==> config.mk <==
export PLATFORM = sky130hd
export DESIGN_NAME = scb_top
export DESIGN_NICKNAME = d
export VERILOG_FILES = /design/src/scb_pkg.sv /design/src/scb_line_if.sv /design/src/scb_line_mon.sv /design/src/scb_sda_hold.sv /design/src/scb_top.sv
export SDC_FILE = /design/constraint.sdc
export NUM_CORES = 1
export LEC_CHECK = 0
export BUFFER_PORTS_ARGS = -buffer_cell sky130_fd_sc_hd__buf_2
export CAP_MARGIN = 20
export CORE_AREA = 2 2 96 98
export CTS_CLUSTER_DIAMETER = 30
export CTS_CLUSTER_SIZE = 16
export DETAILED_ROUTE_END_ITERATION = 10
export DIE_AREA = 0 0 98 100
export HOLD_SLACK_MARGIN = 0.1
export PLACE_DENSITY = 0.83
export SYNTH_ARGS = -nofsm -noshare
export SYNTH_HDL_FRONTEND = slang
export SYNTH_SLANG_ARGS = --single-unit
==> constraint.sdc <==
create_clock -name clk -period 3.3 [get_ports clk]
set_input_delay 0.165 -clock clk [delete_from_list [all_inputs] [get_ports clk]]
set_output_delay 0.165 -clock clk [all_outputs]
set_load 0.02 [all_outputs]
==> src/scb_pkg.sv <==
package scb_pkg;

    // ****************************************
    // register map
    // ****************************************
    localparam logic [7:0] SCB_CTL_ADDR = 8'hC0;
    localparam logic [7:0] SCB_STAT_ADDR = 8'hC4;
    localparam logic [7:0] SCB_DATA_ADDR = 8'hC8;
    localparam logic [7:0] SCB_ISTS_ADDR = 8'hCC;
    localparam logic [7:0] SCB_IMSK_ADDR = 8'hD0;

    // control field positions
    localparam int CTL_HOLD = 7;
    localparam int CTL_EN = 6;
    localparam int CTL_STA = 5;
    localparam int CTL_STO = 4;
    localparam int CTL_SI = 3;
    localparam int CTL_AA = 2;
    localparam int CTL_ROUTE = 0;
    localparam logic [7:0] CTL_RESET = 8'h00;
    localparam logic [7:0] CTL_WMASK = 8'hF5;

    // interrupt status and mask layout
    localparam int IRQ_XFER = 0;
    localparam int IRQ_STOP = 1;
    localparam int IRQ_BERR = 2;
    localparam int IRQ_W = 3;

    // ****************************************
    // status codes
    // ****************************************
    localparam logic [7:0] CODE_IDLE = 8'hF8;
    localparam logic [7:0] CODE_BERR = 8'h00;
    localparam logic [7:0] CODE_START = 8'h08;
    localparam logic [7:0] CODE_RSTART = 8'h10;
    localparam logic [7:0] CODE_AW_ACK = 8'h18;
    localparam logic [7:0] CODE_AW_NACK = 8'h20;
    localparam logic [7:0] CODE_TX_ACK = 8'h28;
    localparam logic [7:0] CODE_TX_NACK = 8'h30;
    localparam logic [7:0] CODE_ARB = 8'h38;
    localparam logic [7:0] CODE_AR_ACK = 8'h40;
    localparam logic [7:0] CODE_AR_NACK = 8'h48;
    localparam logic [7:0] CODE_RX_ACK = 8'h50;
    localparam logic [7:0] CODE_RX_NACK = 8'h58;

    // ****************************************
    // timing
    // ****************************************
    localparam int HOLD_EXT_CYCLES = 8;
    localparam int QTR_DEFAULT = 10;

    typedef enum logic [2:0] {
        S_IDLE = 3'b000,
        S_WAIT = 3'b001,
        S_START = 3'b010,
        S_HOLD = 3'b011,
        S_BIT = 3'b100,
        S_STOP = 3'b101,
        S_ERR = 3'b110
    } scb_state_t;

endpackage

==> src/scb_line_if.sv <==
`timescale 1ns/1ps
// synchronised bus view plus data-line drive path between engine and helpers
interface scb_line_if;
    logic scl;
    logic sda;
    logic start_seen;
    logic stop_seen;
    logic busy;
    logic sda_req;
    logic hold_en;
    logic sda_drive;

    modport mon (output scl, output sda, output start_seen, output stop_seen, output busy);
    modport hold (input sda_req, input hold_en, output sda_drive);
    modport eng (input scl, input sda, input start_seen, input stop_seen, input busy,
                 output sda_req, output hold_en, input sda_drive);
endinterface

==> src/scb_line_mon.sv <==
`timescale 1ns/1ps
module scb_line_mon (
    // clock and reset
    input wire logic clk,
    input wire logic reset,
    // raw pins, route 0 then route 1
    input wire logic scl_r0,
    input wire logic sda_r0,
    input wire logic scl_r1,
    input wire logic sda_r1,
    input wire logic route,
    // bus view
    scb_line_if.mon ln
);
    import scb_pkg::*;

    typedef struct packed {
        logic [3:0] s1;
        logic [3:0] s2;
        logic scl_q;
        logic sda_q;
        logic busy;
    } scb_mon_t;

    scb_mon_t mon_reg;
    scb_mon_t mon_next;
    logic scl;
    logic sda;

    // route mux only looks at second stage flops
    assign scl = route ? mon_reg.s2[2] : mon_reg.s2[0];
    assign sda = route ? mon_reg.s2[3] : mon_reg.s2[1];

    // start and stop are data edges while the clock stays high
    always_comb begin
        mon_next = mon_reg;
        mon_next.s1 = {sda_r1, scl_r1, sda_r0, scl_r0};
        mon_next.s2 = mon_reg.s1;
        mon_next.scl_q = scl;
        mon_next.sda_q = sda;
        if (ln.start_seen) begin
            mon_next.busy = 1'b1;
        end else if (ln.stop_seen) begin
            mon_next.busy = 1'b0;
        end
    end

    always_ff @(posedge clk) begin
        if (reset) begin
            mon_reg <= '{s1: 4'hF, s2: 4'hF, scl_q: 1'b1, sda_q: 1'b1, busy: 1'b0};
        end else begin
            mon_reg <= mon_next;
        end
    end

    assign ln.scl = scl;
    assign ln.sda = sda;
    assign ln.start_seen = scl & mon_reg.scl_q & mon_reg.sda_q & ~sda;
    assign ln.stop_seen = scl & mon_reg.scl_q & ~mon_reg.sda_q & sda;
    assign ln.busy = mon_reg.busy;
endmodule

==> src/scb_sda_hold.sv <==
`timescale 1ns/1ps
module scb_sda_hold (
    // clock and reset
    input wire logic clk,
    input wire logic reset,
    // drive path
    scb_line_if.hold ln
);
    import scb_pkg::*;

    typedef struct packed {
        logic [3:0] cnt;
        logic out;
    } scb_hold_t;

    scb_hold_t hold_reg;
    scb_hold_t hold_next;

    // a pending change waits out the extension, a steady request resets the count
    always_comb begin
        hold_next = hold_reg;
        if (ln.sda_req == hold_reg.out) begin
            hold_next.cnt = 4'h0;
        end else if (!ln.hold_en || hold_reg.cnt == 4'(HOLD_EXT_CYCLES)) begin
            hold_next.out = ln.sda_req;
            hold_next.cnt = 4'h0;
        end else begin
            hold_next.cnt = hold_reg.cnt + 4'h1;
        end
    end

    always_ff @(posedge clk) begin
        if (reset) begin
            hold_reg <= '{cnt: 4'h0, out: 1'b0};
        end else begin
            hold_reg <= hold_next;
        end
    end

    assign ln.sda_drive = hold_reg.out;
endmodule

==> src/scb_top.sv <==
// Chosen here: register access over APB.
`timescale 1ns/1ps
module scb_top #(
    parameter int QTR_CYCLES = scb_pkg::QTR_DEFAULT
) (
    // clock and reset
    input wire logic clk,
    input wire logic reset,
    // apb slave
    input wire logic psel,
    input wire logic penable,
    input wire logic pwrite,
    input wire logic [7:0] paddr,
    input wire logic [31:0] pwdata,
    output logic [31:0] prdata,
    output logic pready,
    output logic pslverr,
    // interrupt
    output logic irq,
    // serial clock pin, route 0
    input wire logic serial_clock_pin_r0_i,
    output logic serial_clock_pin_r0_o,
    output logic serial_clock_pin_r0_oe,
    // serial data pin, route 0
    input wire logic serial_data_pin_r0_i,
    output logic serial_data_pin_r0_o,
    output logic serial_data_pin_r0_oe,
    // serial clock pin, route 1
    input wire logic serial_clock_pin_r1_i,
    output logic serial_clock_pin_r1_o,
    output logic serial_clock_pin_r1_oe,
    // serial data pin, route 1
    input wire logic serial_data_pin_r1_i,
    output logic serial_data_pin_r1_o,
    output logic serial_data_pin_r1_oe
);
    import scb_pkg::*;

    // ****************************************
    // parameter check
    // ****************************************
    // the quarter bit must outlast the data hold extension
    if (QTR_CYCLES < HOLD_EXT_CYCLES + 2 || QTR_CYCLES > 65535) begin : g_bad_qtr
        $error("QTR_CYCLES out of range");
    end

    // ****************************************
    // state
    // ****************************************
    typedef struct packed {
        scb_state_t state;
        logic [7:0] ctl;
        logic [7:0] code;
        logic [7:0] data;
        logic [3:0] bitn;
        logic [1:0] phase;
        logic [15:0] qcnt;
        logic master;
        logic moved;
        logic first;
        logic rd;
        logic rstart;
        logic scl_oe;
        logic sda_req;
        logic [IRQ_W-1:0] ists;
        logic [IRQ_W-1:0] imsk;
        logic [31:0] prdata;
    } scb_main_t;

    scb_main_t st_reg;
    scb_main_t st_next;
    scb_line_if ln ();

    logic qtick;
    logic adv;
    logic tx;
    logic si_set;
    logic berr;
    logic wr_en;
    logic hit;
    logic [31:0] rd_mux;
    logic [7:0] shifted;

    scb_line_mon u_mon (
        .clk(clk),
        .reset(reset),
        .scl_r0(serial_clock_pin_r0_i),
        .sda_r0(serial_data_pin_r0_i),
        .scl_r1(serial_clock_pin_r1_i),
        .sda_r1(serial_data_pin_r1_i),
        .route(st_reg.ctl[CTL_ROUTE]),
        .ln(ln.mon)
    );

    scb_sda_hold u_hold (
        .clk(clk),
        .reset(reset),
        .ln(ln.hold)
    );

    assign ln.sda_req = st_reg.sda_req;
    assign ln.hold_en = st_reg.ctl[CTL_HOLD];

    // ****************************************
    // bus slave decode
    // ****************************************
    // zero wait states: read data is captured in the setup cycle
    assign wr_en = psel & penable & pwrite;
    assign hit = (paddr == SCB_CTL_ADDR) | (paddr == SCB_STAT_ADDR) | (paddr == SCB_DATA_ADDR)
                 | (paddr == SCB_ISTS_ADDR) | (paddr == SCB_IMSK_ADDR);
    assign pready = 1'b1;
    assign pslverr = psel & penable & ~hit;
    assign prdata = st_reg.prdata;

    // read mux, unused control bit 1 is never stored so it reads zero
    always_comb begin
        rd_mux = 32'h0;
        case (paddr)
            SCB_CTL_ADDR: rd_mux = {24'h0, st_reg.ctl};
            SCB_STAT_ADDR: rd_mux = {24'h0, st_reg.code[7:3], 3'b000};
            SCB_DATA_ADDR: rd_mux = {24'h0, st_reg.data};
            SCB_ISTS_ADDR: rd_mux = {29'h0, st_reg.ists};
            SCB_IMSK_ADDR: rd_mux = {29'h0, st_reg.imsk};
            default: rd_mux = 32'h0;
        endcase
    end

    // ****************************************
    // protocol engine
    // ****************************************
    assign qtick = (st_reg.qcnt == 16'h0);
    // the high quarter only advances once the line is really high (stretching)
    assign adv = qtick & ((st_reg.phase != 2'd2) | ln.scl);
    assign tx = st_reg.first | ~st_reg.rd;
    assign shifted = {st_reg.data[6:0], ln.sda};

    always_comb begin
        st_next = st_reg;
        si_set = 1'b0;
        berr = 1'b0;
        st_next.qcnt = qtick ? 16'(QTR_CYCLES - 1) : st_reg.qcnt - 16'h1;

        // halt request drops once a stop is seen on the bus
        if (ln.stop_seen) begin
            st_next.ctl[CTL_STO] = 1'b0;
        end

        if (!st_reg.ctl[CTL_EN]) begin
            // disabled: released lines, idle code, no flag except the bus stop flag
            st_next.state = S_IDLE;
            st_next.scl_oe = 1'b0;
            st_next.sda_req = 1'b0;
            st_next.master = 1'b0;
            st_next.code = CODE_IDLE;
        end else begin
            case (st_reg.state)
                S_IDLE: begin
                    st_next.scl_oe = 1'b0;
                    st_next.sda_req = 1'b0;
                    st_next.master = 1'b0;
                    if (st_reg.ctl[CTL_STA] && !st_reg.ctl[CTL_SI]) begin
                        st_next.rstart = 1'b0;
                        st_next.phase = 2'd0;
                        st_next.state = ln.busy ? S_WAIT : S_START;
                    end
                end
                S_WAIT: begin
                    // another master holds the bus until its stop
                    if (!st_reg.ctl[CTL_STA]) begin
                        st_next.state = S_IDLE;
                    end else if (!ln.busy) begin
                        st_next.phase = 2'd0;
                        st_next.state = S_START;
                    end
                end
                S_START: begin
                    // same sequence serves both starts; the clock waits for the delayed data line
                    if (adv && (st_reg.phase != 2'd0 || ln.sda_drive == st_reg.sda_req)) begin
                        st_next.phase = st_reg.phase + 2'd1;
                        case (st_reg.phase)
                            2'd0: st_next.scl_oe = 1'b0;
                            2'd2: st_next.sda_req = 1'b1;
                            2'd3: begin
                                st_next.scl_oe = 1'b1;
                                st_next.master = 1'b1;
                                st_next.first = 1'b1;
                                st_next.moved = 1'b0;
                                st_next.code = st_reg.rstart ? CODE_RSTART : CODE_START;
                                si_set = 1'b1;
                                st_next.state = S_HOLD;
                            end
                            default: st_next.phase = st_reg.phase + 2'd1;
                        endcase
                    end
                end
                S_HOLD: begin
                    st_next.scl_oe = st_reg.master;
                    if (!st_reg.ctl[CTL_SI]) begin
                        st_next.phase = 2'd0;
                        if (!st_reg.master) begin
                            st_next.state = S_IDLE;
                        end else if (st_reg.ctl[CTL_STO]) begin
                            // with begin request still set the idle state starts again
                            st_next.sda_req = 1'b1;
                            st_next.state = S_STOP;
                        end else if (st_reg.ctl[CTL_STA] && st_reg.moved) begin
                            st_next.sda_req = 1'b0;
                            st_next.rstart = 1'b1;
                            st_next.state = S_START;
                        end else begin
                            st_next.bitn = 4'h0;
                            st_next.sda_req = tx & ~st_reg.data[7];
                            st_next.state = S_BIT;
                        end
                    end
                end
                S_BIT: begin
                    if (ln.start_seen || ln.stop_seen) begin
                        // a frame edge inside a byte is a bus error
                        berr = 1'b1;
                        si_set = 1'b1;
                        st_next.code = CODE_BERR;
                        st_next.master = 1'b0;
                        st_next.scl_oe = 1'b0;
                        st_next.sda_req = 1'b0;
                        st_next.state = S_ERR;
                    end else if (adv) begin
                        st_next.phase = st_reg.phase + 2'd1;
                        if (st_reg.phase == 2'd1) begin
                            st_next.scl_oe = 1'b0;
                        end else if (st_reg.phase == 2'd3) begin
                            st_next.scl_oe = 1'b1;
                            st_next.bitn = st_reg.bitn + 4'h1;
                            if (st_reg.bitn != 4'd8) begin
                                st_next.data = shifted;
                                if (tx && !st_reg.sda_req && !ln.sda) begin
                                    // lost arbitration: release both lines at once
                                    st_next.code = CODE_ARB;
                                    st_next.master = 1'b0;
                                    st_next.scl_oe = 1'b0;
                                    st_next.sda_req = 1'b0;
                                    si_set = 1'b1;
                                    st_next.state = S_HOLD;
                                end else if (st_reg.bitn == 4'd7) begin
                                    st_next.sda_req = ~tx & st_reg.ctl[CTL_AA];
                                end else begin
                                    st_next.sda_req = tx & ~shifted[7];
                                end
                            end else begin
                                // acknowledge slot done: report and park
                                st_next.sda_req = 1'b0;
                                st_next.moved = 1'b1;
                                st_next.first = 1'b0;
                                if (st_reg.first) begin
                                    st_next.rd = st_reg.data[0];
                                    if (st_reg.data[0]) begin
                                        st_next.code = ln.sda ? CODE_AR_NACK : CODE_AR_ACK;
                                    end else begin
                                        st_next.code = ln.sda ? CODE_AW_NACK : CODE_AW_ACK;
                                    end
                                end else if (st_reg.rd) begin
                                    st_next.code = st_reg.ctl[CTL_AA] ? CODE_RX_ACK : CODE_RX_NACK;
                                end else begin
                                    st_next.code = ln.sda ? CODE_TX_NACK : CODE_TX_ACK;
                                end
                                si_set = 1'b1;
                                st_next.state = S_HOLD;
                            end
                        end
                    end
                end
                S_STOP: begin
                    if (adv && (st_reg.phase != 2'd0 || ln.sda_drive == st_reg.sda_req)) begin
                        st_next.phase = st_reg.phase + 2'd1;
                        case (st_reg.phase)
                            2'd0: st_next.scl_oe = 1'b0;
                            2'd2: st_next.sda_req = 1'b0;
                            2'd3: begin
                                st_next.master = 1'b0;
                                st_next.code = CODE_IDLE;
                                st_next.state = S_IDLE;
                            end
                            default: st_next.phase = st_reg.phase + 2'd1;
                        endcase
                    end
                end
                S_ERR: begin
                    // recovery leaves the lines alone, no stop goes out
                    st_next.scl_oe = 1'b0;
                    st_next.sda_req = 1'b0;
                    if (st_reg.ctl[CTL_STO]) begin
                        st_next.ctl[CTL_STO] = 1'b0;
                        st_next.code = CODE_IDLE;
                        st_next.state = S_IDLE;
                    end
                end
                default: st_next.state = S_IDLE;
            endcase
        end

        // software access after hardware clears, so a software set wins
        if (psel && !penable && !pwrite) begin
            st_next.prdata = rd_mux;
        end
        if (wr_en) begin
            case (paddr)
                SCB_CTL_ADDR: begin
                    st_next.ctl = pwdata[7:0] & CTL_WMASK;
                    st_next.ctl[CTL_SI] = st_reg.ctl[CTL_SI] & pwdata[CTL_SI];
                end
                SCB_DATA_ADDR: st_next.data = pwdata[7:0];
                SCB_ISTS_ADDR: st_next.ists = st_reg.ists & ~pwdata[IRQ_W-1:0];
                SCB_IMSK_ADDR: st_next.imsk = pwdata[IRQ_W-1:0];
                default: st_next.imsk = st_reg.imsk;
            endcase
        end

        // hardware sets win over a clear in the same cycle
        if (si_set) begin
            st_next.ctl[CTL_SI] = 1'b1;
            st_next.ists[IRQ_XFER] = 1'b1;
        end
        if (ln.stop_seen) begin
            st_next.ists[IRQ_STOP] = 1'b1;
        end
        if (berr) begin
            st_next.ists[IRQ_BERR] = 1'b1;
        end
    end

    always_ff @(posedge clk) begin
        if (reset) begin
            st_reg <= '{state: S_IDLE, ctl: CTL_RESET, code: CODE_IDLE, data: 8'h00,
                        bitn: 4'h0, phase: 2'd0, qcnt: 16'h0, master: 1'b0, moved: 1'b0,
                        first: 1'b0, rd: 1'b0, rstart: 1'b0, scl_oe: 1'b0, sda_req: 1'b0,
                        ists: 3'h0, imsk: 3'h0, prdata: 32'h0};
        end else begin
            st_reg <= st_next;
        end
    end

    // ****************************************
    // pins and interrupt
    // ****************************************
    // open drain: enable pulls low, the route bit picks the pin pair at once
    assign serial_clock_pin_r0_o = 1'b0;
    assign serial_data_pin_r0_o = 1'b0;
    assign serial_clock_pin_r1_o = 1'b0;
    assign serial_data_pin_r1_o = 1'b0;
    assign serial_clock_pin_r0_oe = st_reg.scl_oe & ~st_reg.ctl[CTL_ROUTE];
    assign serial_data_pin_r0_oe = ln.sda_drive & ~st_reg.ctl[CTL_ROUTE];
    assign serial_clock_pin_r1_oe = st_reg.scl_oe & st_reg.ctl[CTL_ROUTE];
    assign serial_data_pin_r1_oe = ln.sda_drive & st_reg.ctl[CTL_ROUTE];
    assign irq = |(st_reg.ists & st_reg.imsk);
endmodule
* Word-level counts from Yosys, hierarchy flattened *
Cells that the tools add are included.
Widths: inputs -> output; s select.

word-level totals
  bits in registers = 109
  output and inout bits = 43
  word-level logic and storage cells = 311
  bits of input ports = 49

cells by class
  equal/unequal tests = 51
  muxes and demuxes = 130
  bitwise gates (word level) = 39
  reductions and logical operators = 58
  add/subtract/negate cells = 4

operators with widths
  kind                   count
  $mux 8                 13
  $mux 3                 24
  $mux 1                 49
  $ne 2x2->1 const B     21
  $eq 8x8->1 const B     5
  $mux 20                2
  $pmux 8 s5             1
  $reduce_and 10->1      4
  $mux 4                 9
  $pmux 8 s4             1
  $mux 14                2
  $reduce_bool 2->1      12
  $mux 22                1
  $ne 3x3->1 const B     7
  $pmux 3 s7             1
  $mux 2                 10
  $mux 5                 4
  $pmux 2 s5             2
  $mux 6                 3
  $reduce_and 9->1       2
  $and 1x1->1            17
  $logic_not 16->1       1
  $sub 16x1->16 const B  1
  $mux 7                 2
  other kinds (33)       88

* Depth between registers and ports, before layout *
  depth in word-level cells = 14
  gate-level depth with buffers = 9
  gate-level depth less buffers = 8

* Modules after synthesis *
Synthesis repeated with hierarchy kept, for this count alone.

second synthesis, totals
  cells, all modules = 585
  area, all modules = 4,805.9 um2

modules (own cells, without submodules)
  module        instances  area each (um2)  cells an instance
  scb_top       1          4,187.8          527
  scb_line_mon  1          382.9            34
  scb_sda_hold  1          235.2            24

* Least setup slack after synthesis *
No wires, ideal clock.

  path kind = reg-to-reg
  start = register st_reg[55] (netlist name)
  end = register st_reg[91] (netlist name)
  cell stages (with the launch flop) = 8
  clock period less this slack = 2.367 ns
  arrival time = 2.288 ns
  path slack = 0.933 ns
  setup time = 0.079 ns
  cell sequence = dfxtp_1 or4_1 buf_2 a211oi_4 nand4_2 a2111oi_4 nor2_1 a211oi_2

on the way
  longest elaborated chain between the ends = 5
  elaborated cells between the ends (all ways) = 7
  classes of those cells = eq/ne: 3; bitwise: 1; reduce/logical: 3

RTL lines
  what                                  line                            source
  start, declared                       scb_top.sv:70                   scb_main_t st_reg;
  start signal, assigned                scb_top.sv:333                  st_reg <= '{state: S_IDLE, ctl: CTL_RESET, code: CODE_IDLE, data: 8'h00,
  start signal, assigned                scb_top.sv:338                  st_reg <= st_next;
  $logic_not 16->1 *                    scb_top.sv:131                  assign qtick = (st_reg.qcnt == 16'h0);
  $and 1x1->1 *                         scb_top.sv:133                  assign adv = qtick & ((st_reg.phase != 2'd2) | ln.scl);
  $logic_and 1x1->1                     scb_top.sv:178, scb_top.sv:273
  $ne 2x2->1 (no source line)           --
  $reduce_and 12->1 (no source line) *  --

Mark *: on every way between the ends. The rest lies on a longest branch, timed or not.
A chain may end at the register's enable or synchronous reset.

* Worst setup path after layout *
  start = register st_reg[83] (netlist name)
  end = register st_reg[91] (netlist name)

on the way
  elaborated cells between the ends (all ways) = 23
  classes of those cells = eq/ne: 6; mux: 4; bitwise: 8; reduce/logical: 5

RTL lines
  what                                                              line                source
  $mux 1 *                                                          scb_line_mon.sv:32  assign sda = route ? mon_reg.s2[3] : mon_reg.s2[1];
  via ln.sda                                                        scb_line_if.sv:5    logic sda;
  $not 1->1                                                         scb_line_mon.sv:58  assign ln.start_seen = scl & mon_reg.scl_q & mon_reg.sda_q & ~sda;
  $and 1x1->1                                                       scb_line_mon.sv:58
  $logic_or 1x1->1                                                  scb_top.sv:218      if (ln.start_seen || ln.stop_seen) begin
  $ne 4x4->1 (no source line) (tied with other cells)               --
  $reduce_and 12->1 (no source line) or $pmux 3 s7 (tied branches)  --

Mark *: on every way through the listed nets, which the timed path passes. The rest lies on a longest branch.

==> flow_summary_export.csv <==
group,metric,value,unit
run_status,status,"complete, no violations",
detailed_routing,vias,4342,
sta,finalHoldViolCount,0,
placed_design,place_area,4890,µm²
synth,synth_edf_count,0,
synth,yosys.area_share.xor_xnor,0.0291,
global_route,grt.overflow.total,0,
cells_and_area,antenna_cells,0,
synth,synth_compound_area_frac,0.174,
sta,fin_setup_tns,0,ns
power_and_ir_drop,ir_drop,292,µV
setup_path,cp.arrival,3.10,ns
cts,cts_max_level,3,
sta,slew_headroom,0.434,
cells_and_area,seqCellArea,1640,µm²
cells_and_area,synthToLayoutAreaGrowth,7.63,%
sta,slew_violations,0,
placed_design,dp_slack,0.564,ns
cells_and_area,num-fill-cells,796,
sta,max_freq,0.355,GHz
die,die_h,100,µm
synth,ys_ff_latch,82,
global_route,grt_pass1_vias,3875,
detailed_routing,drt_wl_total,11300,µm
sta,setup_viol,0,
setup_path,slowest_stage,"a2111oi_4",
synth,synth.distinct_cells,68,
synth,synthTopCellsByCount,"dfxtp_1, nor2_1, nand2_1",
power_and_ir_drop,p_total,2570,µW
setup_path,path_class,"reg -> reg",
cts,post-cts-setup-buffers,0,
synth,yosys.area_share.adder,0.0312,
sta,post-route-period-util,0.854,
cells_and_area,final_net_count,680,
synth,synth_top_family_by_area,"simple AND/OR/NAND/NOR gates",
global_route,grt_max_degree,51,
synth,synth_cells,595,
sta,skew,0.0174,ns
cts,cts_tree,"built",
power_and_ir_drop,powerDensity,495,nW/µm²
cts,clk_latency,0.37,ns
sta,rsz0062_at_grt,"no",
cts,clk_pin_slew_worst_paths,0.09,ns
placed_design,port_buffers,38,
synth,muxShareOfSynthArea,0.0841,
setup_path,worst_setup_path_end_kind,"flop",
synth,synthTopCellsByArea,"dfxtp_1, mux2i_1, buf_4, nor2_1, nand2_1",
die,start_util,0.542,
synth,synthSimpleGateAreaFrac,0.240,
cts,cts_max_path_buffers,2,
cts,cts.sinks,82,
setup_path,cp_top_family,"compound AO/OA/AOI/OAI gates",
synth,syn-cell-area,4820,µm²
sta,period_minus_slack,2.82,ns
setup_path,r2r_cells,7,
die,rows,35,
cts,cts_buffers,9,
synth,synth-seq-area-share,0.341,
detailed_routing,dr.pass1.iters,7,
setup_path,required,3.59,ns
setup_path,crit_chain,"mux2i_4 -> clkinv_1 -> o31ai_1 -> nand4_2 -> a2111oi_4 -> nor2_1 -> a211oi_2",
synth,synth_most_common_cell,"dfxtp_1",
detailed_routing,post_drt_wl_per_cell,15.3,µm
setup_path,critPathMaxFanout,8,
cells_and_area,final_area,5190,µm²
detailed_routing,drc,0,
die,die_area,9800,µm²
die,io_pins,92,
setup_path,reg2reg_setup_slack,0.48,ns
synth,synth_ff_type,"dfxtp_1",
die,die_x,98,µm
global_route,grt_pass1_wl,18100,µm
setup_path,crit_buf_inv,1,
power_and_ir_drop,leakagePower,0.00199,µW
global_route,grt_usage,0.223,
sta,setup_slack,0.483,ns
job,drv_cap,0,
synth,ys_warn_count,0,
global_route,antenna_found_initial,0,
synth,syn_avg_cell_area,8.10,µm²
cts,root_buffer,"clkbuf_8",
cells_and_area,largest_register_ffs,49,
sta,tightestPinTransition,0.847,ns
setup_path,cpPeakStageDelay,0.58,ns
placed_design,gp_congestion,1.03,
synth,synth-async-reset-ratio,0,
synth,synth_top_area_cell,"dfxtp_1",
cells_and_area,multi_input_area,2800,µm²
detailed_routing,drtIter0Drc,398,
hold_path,hold_depth,3,
placed_design,place_hpwl,8010,µm
cells_and_area,drive_above_1_share,0.127,
detailed_routing,postRouteAntennaNets,0,
setup_path,path_depth,7,
synth,synth_top_cell_area_share,0.341,
die,core-area,8890,µm²
hold_path,holdCritPathClass,"in -> reg",
setup_path,startpoint_type,"flop",
detailed_routing,vias_per_cell,5.91,
## worst reg2reg max path: stages, from the launching register on
cell and delay (ns):
dfxtp_1 0.41, mux2i_4 0.35, clkinv_1 0.27, o31ai_1 0.54, nand4_2 0.25, a2111oi_4 0.58, nor2_1 0.12, a211oi_2 0.22
## cells in the final DEF, fill, tap and decap left out, types with 3 or more instances in the layout
| cell | instances |
|---|---|
| and3b_1 | 3 |
| a21oi_1 | 40 |
| and2_1 | 5 |
| nor4_1 | 8 |
| o31ai_1 | 5 |
| or2_2 | 8 |
| nor3b_1 | 4 |
| nand2b_1 | 5 |
| inv_1 | 19 |
| mux2i_1 | 36 |
| nor2_1 | 64 |
| buf_2 | 38 |
| nand3_1 | 22 |
| or3_1 | 6 |
| nor3_1 | 14 |
| dfxtp_1 | 82 |
| clkbuf_8 | 10 |
| dlygate4sd3_1 | 11 |
| a211oi_1 | 15 |
| xnor2_1 | 12 |
| nand4_1 | 3 |
| buf_4 | 5 |
| nor2b_1 | 12 |
| ha_1 | 12 |
| conb_1 | 29 |
| a31oi_1 | 4 |
| xor2_1 | 4 |
| or4_1 | 3 |
| and3_1 | 5 |
| nand2_1 | 54 |
| o22ai_1 | 4 |
| o21ai_0 | 30 |
## where the power goes
part	leakage, µW	switching (µW)	internal [µW]	total [µW]
clock network	0.0000948	402	303	705
logic	0.00123	423	265	688
registers	0.000666	90.0	1090	1180
## through the flow
step                      utilization  cells  hold WS [ns]
final                           0.583    735         0.119
after detailed placement        0.550    708         0.350
after global routing            0.583    735         0.126
after floorplan                     -    622         0.269
after global placement          0.550    708         0.348
after CTS                       0.583    735         0.104
## metal layers
| metal | up-vias | part of all wire | wire, µm | GRT usage |
|---|---|---|---|---|
| met5 | - | 0 | 0 | 0 |
| met4 | 0 | 0.031 | 351 | 0.103 |
| met3 | 36 | 0.082 | 929 | 0.0411 |
| met2 | 224 | 0.45 | 5120 | 0.357 |
| met1 | 1999 | 0.43 | 4860 | 0.293 |
| li1 | 2083 | - | - | - |
## worst paths after layout
path,start,endpoint
worst min register to register,u_mon.mon_next[3]$_SDFF_PP1_,u_mon.mon_reg[3]$_SDFF_PP1_
worst max-delay path,st_reg[83]$_SDFFE_PP0P_,st_reg[91]$_SDFFE_PP0P_
worst max register to register,st_reg[83]$_SDFFE_PP0P_,st_reg[91]$_SDFFE_PP0P_
worst min-delay path,pwdata[2],st_reg[34]$_SDFFE_PP0P_
## layout make-up
type	count	share of cell area
Timing Repair Buffer	54	0.0651
Clock buffer	10	0.0265
Tap cell	111	0.0268
Inverter	21	0.0152
Multi-Input combinational cell	451	0.540
Sequential cell	82	0.317
Clock inverter	6	0.00965
## cell families after synthesis
kind of cell    count (synthesis)
other cells                     2
fa+ha+maj                      12
flops                          82
xor+xnor                       16
compound gates                126
buf+inv                        89
mux                            39
simple gates                  229
## what timing repair did
action                                 in CTS  in global routing
gates resized for setup                     0                  0
hold buffers                               11                  0
endpoints found under the hold margin      15                  0
(Power assumes the default switching activity.)
